==> src/hdl/arsf_pkg.sv <==
package arsf_pkg;
   // ------------------------------------------------------------
   // Register map
   // ------------------------------------------------------------
   localparam logic [6:0] ARSF_FIRST_AXIS_LOW_BYTE = 7'h28;
   localparam logic [6:0] ARSF_THIRD_AXIS_HIGH_BYTE = 7'h2D;
   localparam logic [6:0] ARSF_BUF_CTRL_ADDR = 7'h2E;
   localparam logic [6:0] ARSF_BUF_SRC_ADDR = 7'h2F;
   localparam logic [6:0] ARSF_INT_ROUTE_ADDR = 7'h22;
   // Sub-address layout
   localparam int ARSF_SUB_AUTO_INC_BIT = 7;
   // Buffer control fields
   localparam int ARSF_MODE_LSB = 5;
   localparam int ARSF_WTM_LSB = 0;
   // Interrupt routing fields
   localparam int ARSF_IR_EMPTY_BIT = 0;
   localparam int ARSF_IR_FULL_BIT = 1;
   localparam int ARSF_IR_WTM_BIT = 2;
   // Buffer source fields
   localparam int ARSF_SRC_WTM_BIT = 7;
   localparam int ARSF_SRC_FULL_BIT = 6;
   localparam int ARSF_SRC_EMPTY_BIT = 5;
   // Reset values
   localparam logic [7:0] ARSF_BUF_CTRL_RST = 8'h00;
   localparam logic [7:0] ARSF_INT_ROUTE_RST = 8'h00;
   // Geometry
   localparam int ARSF_DEPTH = 32;
   localparam int ARSF_WIDTH = 48;
   localparam int ARSF_PTR_W = 5;
   localparam int ARSF_CNT_W = 6;
   localparam logic [5:0] ARSF_FULL_COUNT = 6'h20;
   // Buffer modes
   typedef enum logic [2:0]
   {
      ARSF_MODE_BYPASS = 3'b000,
      ARSF_MODE_FIFO = 3'b001,
      ARSF_MODE_STREAM = 3'b010,
      ARSF_MODE_STREAM_TO_FIFO = 3'b011,
      ARSF_MODE_BYPASS_TO_STREAM = 3'b100
   } arsf_mode_t;
endpackage

==> src/hdl/arsf_top.sv <==
`timescale 1ns/10ps
// Behaviour
// - Three axes, thirty-two sixteen-bit entries each.
// - Five buffer modes chosen by control field.
// - Watermark, empty, full routed to interrupt pin.
// - Five-bit watermark compared with fill count.
// - Bypass keeps buffer empty, overwrites single slot.
// - Fill-until-full raises watermark at programmed level.
// - Fill-until-full stops accepting when thirty-two stored.
// - Streaming drops oldest set when full.
// - Buffered modes return stored data on reads.
// - Each first-axis low-byte read loads oldest set out.
// - Burst read wraps third-high to first-low.
// - Sub-address: seven register bits, top auto-increment.
module arsf_top
   import arsf_pkg::*;
(
   input wire logic ref_clk,
   input wire logic rst_n,
   // Sample set from the conversion chain, one pulse per output sample rate
   input wire logic sample_valid,
   input wire logic [15:0] sample_x,
   input wire logic [15:0] sample_y,
   input wire logic [15:0] sample_z,
   // Register port from the serial front end
   input wire logic reg_start,
   input wire logic [7:0] reg_sub_addr,
   input wire logic reg_wr,
   input wire logic [7:0] reg_wdata,
   input wire logic reg_rd,
   output logic [7:0] reg_rdata,
   output logic [6:0] reg_addr_cur,
   output logic data_ready_second_interrupt_pin
);
   // ------------------------------------------------------------
   // Register and state declarations
   // ------------------------------------------------------------
   logic [7:0] buf_ctrl_q; // Mode and watermark level
   logic [7:0] int_route_q; // Interrupt enables
   logic [6:0] addr_q; // Current register address
   logic inc_q; // Auto-increment latched at sub-address
   logic [47:0] out_q; // Axis output registers {z,y,x}
   logic [47:0] live_q; // Last live sample for bypass
   logic [7:0] rdata_q;
   logic irq_q;
   arsf_mode_t mode;
   logic [4:0] wtm_level;
   logic buffered;
   logic flush;
   logic st_in_valid;
   logic st_in_ready;
   logic st_out_valid;
   logic st_out_ready;
   logic [47:0] st_out_data;
   logic [5:0] fill;
   logic load_pend_q; // Popped set arrives in registered read data
   logic empty_flag;
   logic full_flag;
   logic wtm_flag;
   logic rd_addr_x_low;
   logic [2:0] byte_idx;

   assign mode = arsf_mode_t'(buf_ctrl_q[ARSF_MODE_LSB +: 3]);
   assign wtm_level = buf_ctrl_q[ARSF_WTM_LSB +: 5];
   assign buffered = (mode != ARSF_MODE_BYPASS) && (mode != ARSF_MODE_BYPASS_TO_STREAM);
   // Bypass holds the store flushed, so nothing accumulates
   assign flush = !buffered;

   // ------------------------------------------------------------
   // Sample store
   // ------------------------------------------------------------
   // One 48-bit word carries all three axes, so the axes stay aligned
   arsf_store #(
      .WIDTH(ARSF_WIDTH),
      .DEPTH(ARSF_DEPTH),
      .PTR_W(ARSF_PTR_W),
      .CNT_W(ARSF_CNT_W)
   ) u_store (
      .ref_clk(ref_clk),
      .rst_n(rst_n),
      .flush(flush),
      .in_valid(st_in_valid),
      .in_ready(st_in_ready),
      .in_data({sample_z, sample_y, sample_x}),
      .out_valid(st_out_valid),
      .out_ready(st_out_ready),
      .out_data(st_out_data),
      .count(fill)
   );

   // Writes only while room remains; fill-until-full stops at thirty-two
   assign st_in_valid = sample_valid && buffered
      && !((mode == ARSF_MODE_FIFO) && full_flag);

   // ------------------------------------------------------------
   // Read-side pop control
   // ------------------------------------------------------------
   // Reading the first-axis low byte fetches the next set (a wrapped
   // burst lands here again, so each six-byte pass pops once)
   assign rd_addr_x_low = reg_rd && (addr_q == ARSF_FIRST_AXIS_LOW_BYTE);
   // Streaming drops the oldest set when a new one meets a full store; the
   // full flag comes from the count, so no loop runs through the store's ready
   assign st_out_ready = (buffered && rd_addr_x_low)
      || (sample_valid && full_flag
          && ((mode == ARSF_MODE_STREAM) || (mode == ARSF_MODE_STREAM_TO_FIFO)));

   // Flags; set follows the live fill so nothing is missed
   assign empty_flag = (fill == 6'h00);
   assign full_flag = (fill == ARSF_FULL_COUNT);
   assign wtm_flag = buffered && (fill >= {1'b0, wtm_level});

   // ------------------------------------------------------------
   // Register writes
   // ------------------------------------------------------------
   // Control registers; the host returns to bypass to restart collection
   always_ff @(posedge ref_clk or negedge rst_n)
   begin
      if (!rst_n)
      begin
         buf_ctrl_q <= ARSF_BUF_CTRL_RST;
         int_route_q <= ARSF_INT_ROUTE_RST;
      end
      else if (reg_wr)
      begin
         case (addr_q)
            ARSF_BUF_CTRL_ADDR: buf_ctrl_q <= reg_wdata;
            ARSF_INT_ROUTE_ADDR: int_route_q <= reg_wdata;
            default: ;
         endcase
      end
   end

   // ------------------------------------------------------------
   // Address pointer
   // ------------------------------------------------------------
   // Low seven bits select, top bit enables increment
   always_ff @(posedge ref_clk or negedge rst_n)
   begin
      if (!rst_n)
      begin
         addr_q <= 7'h00;
         inc_q <= 1'b0;
      end
      else if (reg_start)
      begin
         addr_q <= reg_sub_addr[6:0];
         inc_q <= reg_sub_addr[ARSF_SUB_AUTO_INC_BIT];
      end
      else if ((reg_rd || reg_wr) && inc_q)
      begin
         // Burst over the axis bytes wraps back to the first-axis low byte
         if (addr_q == ARSF_THIRD_AXIS_HIGH_BYTE)
         begin
            addr_q <= ARSF_FIRST_AXIS_LOW_BYTE;
         end
         else
         begin
            addr_q <= addr_q + 7'h01;
         end
      end
   end

   // ------------------------------------------------------------
   // Output registers
   // ------------------------------------------------------------
   // Live sample kept for bypass, single slot overwritten each time
   always_ff @(posedge ref_clk or negedge rst_n)
   begin
      if (!rst_n)
      begin
         live_q <= 48'h0;
      end
      else if (sample_valid)
      begin
         live_q <= {sample_z, sample_y, sample_x};
      end
   end

   // Remember that a popped set will be valid next cycle
   always_ff @(posedge ref_clk or negedge rst_n)
   begin
      if (!rst_n)
      begin
         load_pend_q <= 1'b0;
      end
      else
      begin
         load_pend_q <= buffered && rd_addr_x_low && st_out_valid;
      end
   end

   // Buffered modes show the oldest stored set, bypass the live one.
   // The dummy read at the first-axis low byte loads the set; the byte
   // itself reads the old value, which is why the host discards it.
   always_ff @(posedge ref_clk or negedge rst_n)
   begin
      if (!rst_n)
      begin
         out_q <= 48'h0;
      end
      else if (!buffered)
      begin
         out_q <= live_q;
      end
      else if (load_pend_q)
      begin
         out_q <= st_out_data;
      end
   end

   // ------------------------------------------------------------
   // Read data
   // ------------------------------------------------------------
   assign byte_idx = 3'(addr_q - ARSF_FIRST_AXIS_LOW_BYTE);

   // Read mux registered on the read strobe
   always_ff @(posedge ref_clk or negedge rst_n)
   begin
      if (!rst_n)
      begin
         rdata_q <= 8'h00;
      end
      else if (reg_rd)
      begin
         if ((addr_q >= ARSF_FIRST_AXIS_LOW_BYTE) && (addr_q <= ARSF_THIRD_AXIS_HIGH_BYTE))
         begin
            rdata_q <= out_q[byte_idx*8 +: 8];
         end
         else
         begin
            case (addr_q)
               ARSF_BUF_CTRL_ADDR: rdata_q <= buf_ctrl_q;
               ARSF_INT_ROUTE_ADDR: rdata_q <= int_route_q;
               ARSF_BUF_SRC_ADDR: rdata_q <= {wtm_flag, full_flag, empty_flag, fill[4:0]};
               default: rdata_q <= 8'h00;
            endcase
         end
      end
   end

   // ------------------------------------------------------------
   // Interrupt pin
   // ------------------------------------------------------------
   // Each condition enabled on its own; level follows the condition
   always_ff @(posedge ref_clk or negedge rst_n)
   begin
      if (!rst_n)
      begin
         irq_q <= 1'b0;
      end
      else
      begin
         irq_q <= (int_route_q[ARSF_IR_WTM_BIT] && wtm_flag)
            || (int_route_q[ARSF_IR_FULL_BIT] && full_flag)
            || (int_route_q[ARSF_IR_EMPTY_BIT] && empty_flag);
      end
   end

   assign reg_rdata = rdata_q;
   assign reg_addr_cur = addr_q;
   assign data_ready_second_interrupt_pin = irq_q;
endmodule // arsf_top

==> src/hdl/arsf_store.sv <==
`timescale 1ns/10ps
// Sample store: 48-bit sets, registered read data, valid/ready on both sides
module arsf_store #(
   parameter int WIDTH = 48,
   parameter int DEPTH = 32,
   parameter int PTR_W = 5,
   parameter int CNT_W = 6
)
(
   input wire logic ref_clk,
   input wire logic rst_n,
   input wire logic flush,
   input wire logic in_valid,
   output logic in_ready,
   input wire logic [WIDTH-1:0] in_data,
   output logic out_valid,
   input wire logic out_ready,
   output logic [WIDTH-1:0] out_data,
   output logic [CNT_W-1:0] count
);
   // ------------------------------------------------------------
   // Storage and pointers
   // ------------------------------------------------------------
   logic [WIDTH-1:0] mem_q [DEPTH];
   logic [PTR_W-1:0] wr_q;
   logic [PTR_W-1:0] rd_q;
   logic [CNT_W-1:0] cnt_q;
   logic push;
   logic pop;

   // A pop in the same cycle frees a slot, so a full store may still take a word
   assign in_ready = (cnt_q != CNT_W'(DEPTH)) || out_ready;
   assign out_valid = (cnt_q != '0);
   assign push = in_valid & in_ready;
   assign pop = out_ready & out_valid;
   assign count = cnt_q;

   // Memory write, no reset so it maps to RAM
   always_ff @(posedge ref_clk)
   begin
      if (push)
      begin
         mem_q[wr_q] <= in_data;
      end
   end

   // Registered read of the head entry as it is popped
   always_ff @(posedge ref_clk or negedge rst_n)
   begin
      if (!rst_n)
      begin
         out_data <= '0;
      end
      else if (pop)
      begin
         out_data <= mem_q[rd_q];
      end
   end

   // Pointers and count; flush empties the store
   always_ff @(posedge ref_clk or negedge rst_n)
   begin
      if (!rst_n)
      begin
         wr_q <= '0;
         rd_q <= '0;
         cnt_q <= '0;
      end
      else if (flush)
      begin
         wr_q <= '0;
         rd_q <= '0;
         cnt_q <= '0;
      end
      else
      begin
         if (push)
         begin
            wr_q <= wr_q + PTR_W'(1);
         end
         if (pop)
         begin
            rd_q <= rd_q + PTR_W'(1);
         end
         if (push && !pop)
         begin
            cnt_q <= cnt_q + CNT_W'(1);
         end
         else if (pop && !push)
         begin
            cnt_q <= cnt_q - CNT_W'(1);
         end
      end
   end
endmodule // arsf_store

==> config.mk <==
export PLATFORM = sky130hd
export DESIGN_NAME = arsf_top
export DESIGN_NICKNAME = d
export VERILOG_FILES = /design/src/hdl/arsf_pkg.sv /design/src/hdl/arsf_top.sv /design/src/hdl/arsf_store.sv
export SDC_FILE = /design/constraint.sdc
export NUM_CORES = 2
export LEC_CHECK = 0
export BUFFER_PORTS_ARGS = -buffer_cell sky130_fd_sc_hd__buf_2
export CAP_MARGIN = 20
export CELL_PAD_IN_SITES_DETAIL_PLACEMENT = 1
export CELL_PAD_IN_SITES_GLOBAL_PLACEMENT = 1
export CORE_ASPECT_RATIO = 0.75
export CORE_MARGIN = 3
export CORE_UTILIZATION = 56
export DETAILED_ROUTE_END_ITERATION = 10
export GPL_ROUTABILITY_DRIVEN = 0
export HOLD_SLACK_MARGIN = 0.1
export PLACE_DENSITY_LB_ADDON = 0.1
export SLEW_MARGIN = 20
export SYNTH_ARGS = -nofsm -noshare
export SYNTH_HDL_FRONTEND = slang
export SYNTH_SLANG_ARGS = --single-unit
export TNS_END_PERCENT = 1
==> constraint.sdc <==
create_clock -name ref_clk -period 5.8 [get_ports ref_clk]
set_input_delay 1.16 -clock ref_clk [delete_from_list [all_inputs] [get_ports ref_clk]]
set_output_delay 1.16 -clock ref_clk [all_outputs]
set_load 0.03 [all_outputs]
Word level (Yosys, flattened, before mapping)
Memories as Yosys holds them, arrays and structs flattened. A register that Yosys moved wholly into a read port is not among the register bits.
Index checks and enable logic that the tools add are counted.
{ "classes": {"bitwise": 2, "muxes": 16, "order_cmp": 3, "add_sub_neg": 6, "mul": 0, "n_div": 0, "eq_ne": 15, "shifts": 1, "n_reduce_logical": 33} }
{ "ops": {"columns": ["operator", "n"], "rows": [
  ["48-bit 2-to-1 mux", 2],
  ["48-bit by 7-bit indexed part select with 8-bit output", 1],
  ["7-bit by 6-bit == test with 1-bit output (second input constant)", 5],
  ["8-bit one-hot mux with 3 select lines", 1],
  ["7-bit 2-to-1 mux", 3],
  ["5-bit 2-to-1 mux", 4],
  ["6-bit 2-to-1 mux", 3],
  ["1-bit logical AND", 17],
  ["5-bit by 1-bit adder with 5-bit output (second input constant)", 2],
  ["8-bit 2-to-1 mux", 1],
  ["7-bit by 1-bit adder with 7-bit output (second input constant)", 1],
  ["7-bit by 6-bit greater-or-equal comparator with 1-bit output (second input constant)", 1],
  ["7-bit by 6-bit less-or-equal comparator with 1-bit output (second input constant)", 1],
  ["6-bit by 1-bit adder with 6-bit output (second input constant)", 1],
  ["3-bit by 2-bit == test with 1-bit output (second input constant)", 2],
  ["6-bit == test (second input constant)", 1],
  ["6-bit by 5-bit greater-or-equal comparator with 1-bit output", 1],
  ["6-bit zero test", 1],
  ["1-bit logical OR", 6],
  ["2-bit by 1-bit inequality test with 1-bit output (second input constant)", 3],
  ["6-bit inequality test (second input constant)", 1],
  ["6-bit nonzero test", 1],
  ["6-bit by 1-bit subtractor with 6-bit output (second input constant)", 1],
  ["1-bit zero test", 4],
  ["9 further kinds", 12]
]} }
{ "word_totals": {"rom_bits": 0, "latch_bits": 0, "reg_bits": 146, "wordCells": 89, "ram_bits": 1536, "n_memories": 1, "out_inout_bits": 16} }
{ "mem_list": {"columns": ["name", "depth", "width", "rd", "rd_ports_with_merged_regs", "write_ports", "line_no", "rtl"], "rows": [
  ["u_store.mem_q", 32, 48, 1, 1, 1, "arsf_store.sv:24", "logic [WIDTH-1:0] mem_q [DEPTH];"]
]} }

Longest topological paths before layout
{ "logic_depth": {"depth_word": 11, "ltp_mapped": 16} }

By module
A second synthesis with hierarchy kept.
{ "unflattened": {"cells_unflattened": 3395, "area_unflattened_um2": 66882.9} }
{ "modules_own_cells": {"columns": ["module", "area_per_inst_um2", "seq_area_each_um2", "n_inst", "cells_per_inst"], "rows": [
  ["arsf_store", 60679.4, 47725.8, 1, 2848],
  ["arsf_top", 6203.4, 3253.1, 1, 547]
]} }

Worst setup path before layout
No wires, ideal clock.
{ "synth_timing": {"kind": "input-to-reg", "startpoint": "in reg_rd", "endpoint": "mem u_store.mem_q[30][0] (enable)", "setup_ps": 454, "arrival_time_ps": 4507, "cell_stages": 7, "slack_ps": 840, "required_ps": 5346, "path_buffers": 2, "path_cell_list": "clkbuf_1 -> nand3_1 -> or4_4 -> a31oi_4 -> buf_6 -> nand2_1 -> nor2_1"} }
{ "synth_via": {"elab_chain_len": 7} }
{ "synth_lines": {"columns": ["element", "line_no", "rtl"], "rows": [
  ["start: declaration", "arsf_top.sv:30", "input wire logic reg_rd,"],
  ["1-bit logical AND", "arsf_top.sv:100", "assign rd_addr_x_low = reg_rd && (addr_q == ARSF_FIRST_AXIS_LOW_BYTE);"],
  ["1-bit logical AND", "arsf_top.sv:103", "assign st_out_ready = (buffered && rd_addr_x_low)"],
  ["1-bit logical OR", "arsf_top.sv:104", "|| (sample_valid && full_flag"],
  ["1-bit logical OR", "arsf_store.sv:32", "assign in_ready = (cnt_q != CNT_W'(DEPTH)) || out_ready;"],
  ["1-bit AND", "arsf_store.sv:34", "assign push = in_valid & in_ready;"],
  ["1-bit 2-to-1 mux", "arsf_store.sv:41", "if (push)"],
  ["1-bit 2-to-1 mux (implied by the code)", "arsf_store.sv:43", "mem_q[wr_q] <= in_data;"],
  ["end: declaration", "arsf_store.sv:24", null]
]} }
Every way passes these cells.

Worst setup path after layout
{ "layout_timing": {"startpoint": "reg addr_q[4], in the netlist reg_addr_cur[4]", "endpoint": "mem u_store.mem_q[29][24] (enable)"} }
{ "layout_via": {"elab_chain_len": 8} }
{ "layout_lines": {"columns": ["element", "line_no", "rtl"], "rows": [
  ["start: declaration", "arsf_top.sv:40", "logic [6:0] addr_q;"],
  ["start signal: assignment", "arsf_top.sv:146", "addr_q <= reg_sub_addr[6:0];"],
  ["start signal: assignment", "arsf_top.sv:158", "addr_q <= addr_q + 7'h01;"],
  ["7-bit by 6-bit == test with 1-bit output", "arsf_top.sv:100", null],
  ["1-bit logical AND", "arsf_top.sv:100", null],
  ["1-bit logical AND", "arsf_top.sv:103", null],
  ["1-bit logical OR", "arsf_top.sv:104", null],
  ["1-bit logical OR", "arsf_store.sv:32", null],
  ["1-bit AND", "arsf_store.sv:34", null],
  ["1-bit 2-to-1 mux", "arsf_store.sv:41", null],
  ["1-bit 2-to-1 mux (implied by the code)", "arsf_store.sv:43", null]
]} }
Every way passes these cells.

==> flow_metrics.py <==
metrics = {
    "outcome": {
        "status": "completed",
    },
    "sta": {
        "clock.fmax_mhz": 233.0,
        "min_period_ns": 4.292,
        "tightestPinTransition_ns": 1.147,
        "setup_viol": 0,
        "finClkSkew_ns": 0.02909,
        "min_period_over_period": 0.7401,
        "finalMaxSlewViolations": 0,
        "hold_violations": 0,
        "final.setup.tns_ns": 0,
        "slew_headroom": 0.2295,
        "worst_hold_slack_ns": 0.2457,
        "rsz0062_at_grt": "no",
    },
    "placement": {
        "port_buffers": 85,
        "placed_cell_area_um2": 69940,
        "dp_hpwl_mm": 107.2,
        "dp.cells": 4564,
    },
    "synth": {
        "netlist_area_um2": 66980,
        "synth_flop_cell": "edfxtp_1",
        "yosys_register_bits": 1730,
        "synth_nets": 3098,
        "syn-instance-count": 3009,
        "async_reset_ff_frac": 0.1121,
        "synth_edf_count": 1536,
        "synthDistinctLibCells": 56,
        "yosysWarnings": 0,
        "syn_area_per_cell_um2": 22.26,
        "seq_area_frac_synth": 0.7611,
    },
    "critical_path": {
        "cpPeakStageDelay_ns": 0.80,
        "crit_path_max_fanout": 31,
        "slowest_stage": "nor2_4",
        "crit_path_start_kind": "flip-flop",
        "required_ns": 6.26,
        "path_buf_inv": 1,
        "cp.arrival_ns": 4.76,
        "crit_type": "flip-flop to flip-flop",
        "path_cells": "or3b_1, or4_4, a31oi_4, nand2_1, nor2_4, buf_12",
        "end_kind": "flip-flop",
        "critPathTopFamily": "simple AND/OR/NAND/NOR gates",
    },
    "floorplanning": {
        "die_y_um": 305.5,
        "start_util": 0.5664,
        "die-width_um": 405.3,
        "placementRows": 109,
        "pin_count": 86,
        "core-area_um2": 118200,
        "die_area_um2": 123800,
    },
    "clock_network": {
        "cts_resized": 0,
        "cts-root-buf": "clkbuf_16",
        "clkLatencyLatePin_ns": 0.79,
        "cts.clk_slew.worst_paths_ns": 0.06,
        "htree_levels": 4,
        "cts_inserted_buffers": 160,
        "post_cts_buffers": 0,
        "cts_tree": "done",
        "clockBufferDepth": 3,
        "cts_sinks": 1730,
        "cts_hold_buf": 0,
    },
    "detailed_routing": {
        "routedWlPerCell_um": 35.41,
        "drt_wl_total_mm": 172.2,
        "drc_errors": 0,
        "vias_per_cell": 6.579,
        "firstDrtPassIters": 6,
        "drt-initial-drc-count": 4650,
        "vias": 31990,
        "antenna_left": 0,
    },
    "finish": {
        "syn_to_final_growth_pct": 12.03,
        "fin_cells": 4862,
        "nets": 3263,
        "seq_area_um2": 51000,
        "drive_gt1_frac": 0.3001,
        "postLayoutCellArea_um2": 75030,
        "multiInputGateArea_um2": 15480,
        "fillCellCount": 9384,
    },
    "run": {
        "maxCapViolCount": 0,
    },
    "global_routing": {
        "antenna_found_initial": 12,
        "grt_pass1_vias": 32840,
        "grt_start_max_net_pins": 132,
        "grt_pass1_wl_mm": 247.6,
        "grt.total_usage": 0.2859,
        "overflow": 0,
    },
    "pwr": {
        "pwr_density_cell_nw_per_um2": 350.8,
        "p_leak_nw": 23.44,
        "total_power_mw": 26.32,
        "irDropWorstVdd_uv": 329.7,
    },
    "hold_path": {
        "hold_class": "input pin to asynchronous set/reset pin",
    },
}
-- layer usage --
| layer | wire length [µm] | vias to the layer above | part of all wire | GRT usage |
|---|---|---|---|---|
| met5 | 20 | - | 0.00012 | 0 |
| met4 | 3091 | 2 | 0.018 | 0.06596 |
| met3 | 19300 | 177 | 0.11 | 0.08710 |
| met2 | 76580 | 1531 | 0.44 | 0.4059 |
| met1 | 73180 | 17360 | 0.43 | 0.4437 |
| li1 | - | 12920 | - | - |
-- sequential cells by signal, indices dropped and copies added, names as in the netlist --
| register | cells |
|---|---|
| u_store.mem_q | 1536 |
| live_q | 48 |
| out_q | 48 |
| u_store.out_data | 48 |
| buf_ctrl_q | 8 |
| int_route_q | 8 |
| reg_rdata | 8 |
| reg_addr_cur | 7 |
| u_store.count | 6 |
| u_store.rd_q | 5 |
| u_store.wr_q | 5 |
| data_ready_second_interrupt_pin | 1 |
| inc_q | 1 |
| load_pend_q | 1 |
-- worst paths after layout --
| kind | start | end | slack, ns | cells past startpoint |
|---|---|---|---|---|
| min reg2reg | live_q[12] | out_q[12] | 0.48 | 2 |
| max in group asynchronous | rst_n | u_store.rd_q[1] | 4.07 | 3 |
| max reg2reg | reg_addr_cur[4] | u_store.mem_q[29][24] | 1.51 | 6 |
| max | reg_addr_cur[4] | u_store.mem_q[29][24] | 1.51 | 6 |
| min in group ref_clk | live_q[12] | out_q[12] | 0.48 | 2 |
| min | rst_n | buf_ctrl_q[1] | 0.25 | 1 |
-- power by group --
part           internal, mW  switching [mW]  total [mW]
Sequential             14.0           0.356        14.3
Clock                  5.72            4.46        10.2
Combinational         0.638            1.17        1.81
-- final cells by class --
class                   count  share of cell area
inverters                  17           0.0008504
flip-flops and latches   1730              0.6797
clock buffers             202             0.05770
repair buffers            165             0.02006
multi-input cells        1100              0.2064
clock inverters            88            0.009205
diodes                      6           0.0002001
well taps                1554             0.02591
-- cell usage after synthesis, types with 2 or more instances --
master	number	area [µm²]
nor3b_1	3	22.52
a222oi_1	5	50.05
a21o_1	4	30.03
nand3_1	4	20.02
or2_2	4	25.02
nand3b_1	5	37.54
buf_2	42	210.2
or4_4	2	22.52
nor3_1	12	60.06
a21oi_1	70	350.3
nor2b_1	2	12.51
nand4_1	3	18.77
a211oi_1	2	15.01
mux2i_1	109	1091
a221oi_1	2	17.52
a211o_1	3	26.28
o22ai_1	2	12.51
mux4_2	488	10990
buf_6	2	22.52
nand2_1	77	289.0
or3_1	2	12.51
edfxtp_1	1536	46120
a22oi_1	7	52.55
nor2_1	108	405.4
xnor2_1	2	17.52
o31ai_1	5	37.54
buf_1	18	67.56
inv_1	16	60.06
o21ai_0	58	290.3
nor4_1	2	12.51
dfrtp_1	194	4855
buf_4	6	45.04
clkbuf_1	93	349.1
or3b_2	2	17.52
ha_1	18	225.2
o2bb2ai_1	4	35.03
xor2_1	8	70.07
a221o_1	2	20.02
mux2_2	67	754.5
nand2b_1	4	25.02
-- cell families after synthesis --
group                      Yosys count  share of synthesized area
DFF                               1730                     0.7611
muxes                              664                     0.1916
and+or+nand+nor                    236                    0.01549
buffers and inverters              179                    0.01139
AOI/OAI and AO/OA                  171                    0.01537
adders and majority gates           19                   0.003662
xor gates and xnor gates            10                   0.001308
-- placed cells by master (no fill, tap or decap), types with 3 or more instances in the layout --
cell type and n:
edfxtp_1 1536, mux4_2 488, dfrtp_1 188, clkbuf_16 166
mux2i_1 109, buf_2 84, nand2_1 77, nor2_1 75
a21oi_1 70, mux2_2 67, o21ai_0 58, clkinv_1 44
buf_4 43, buf_12 34, nor2_4 33, clkbuf_1 32
clkinv_2 25, ha_1 18, inv_1 16, nor3_1 12
bufinv_16 10, xor2_1 8, a22oi_1 7, diode_2 6
dfrtp_4 6, nand3b_1 5, o31ai_1 5, a222oi_1 5
clkinvlp_4 5, nand3_1 4, nand2b_1 4, or2_2 4
a21o_1 4, o2bb2ai_1 4, clkbuf_8 4, a211o_1 3
nor3b_1 3, nand4_1 3, clkinv_8 3
-- through the flow --
stage,utilization,worst slack [ns]
floorplan,-,0.8395
global placement,0.5915,1.179
detailed placement,0.5915,1.068
CTS,0.6339,1.535
global route,0.6345,1.336
finish,0.6346,1.508
Note: power is estimated with default switching activity, not from simulation.
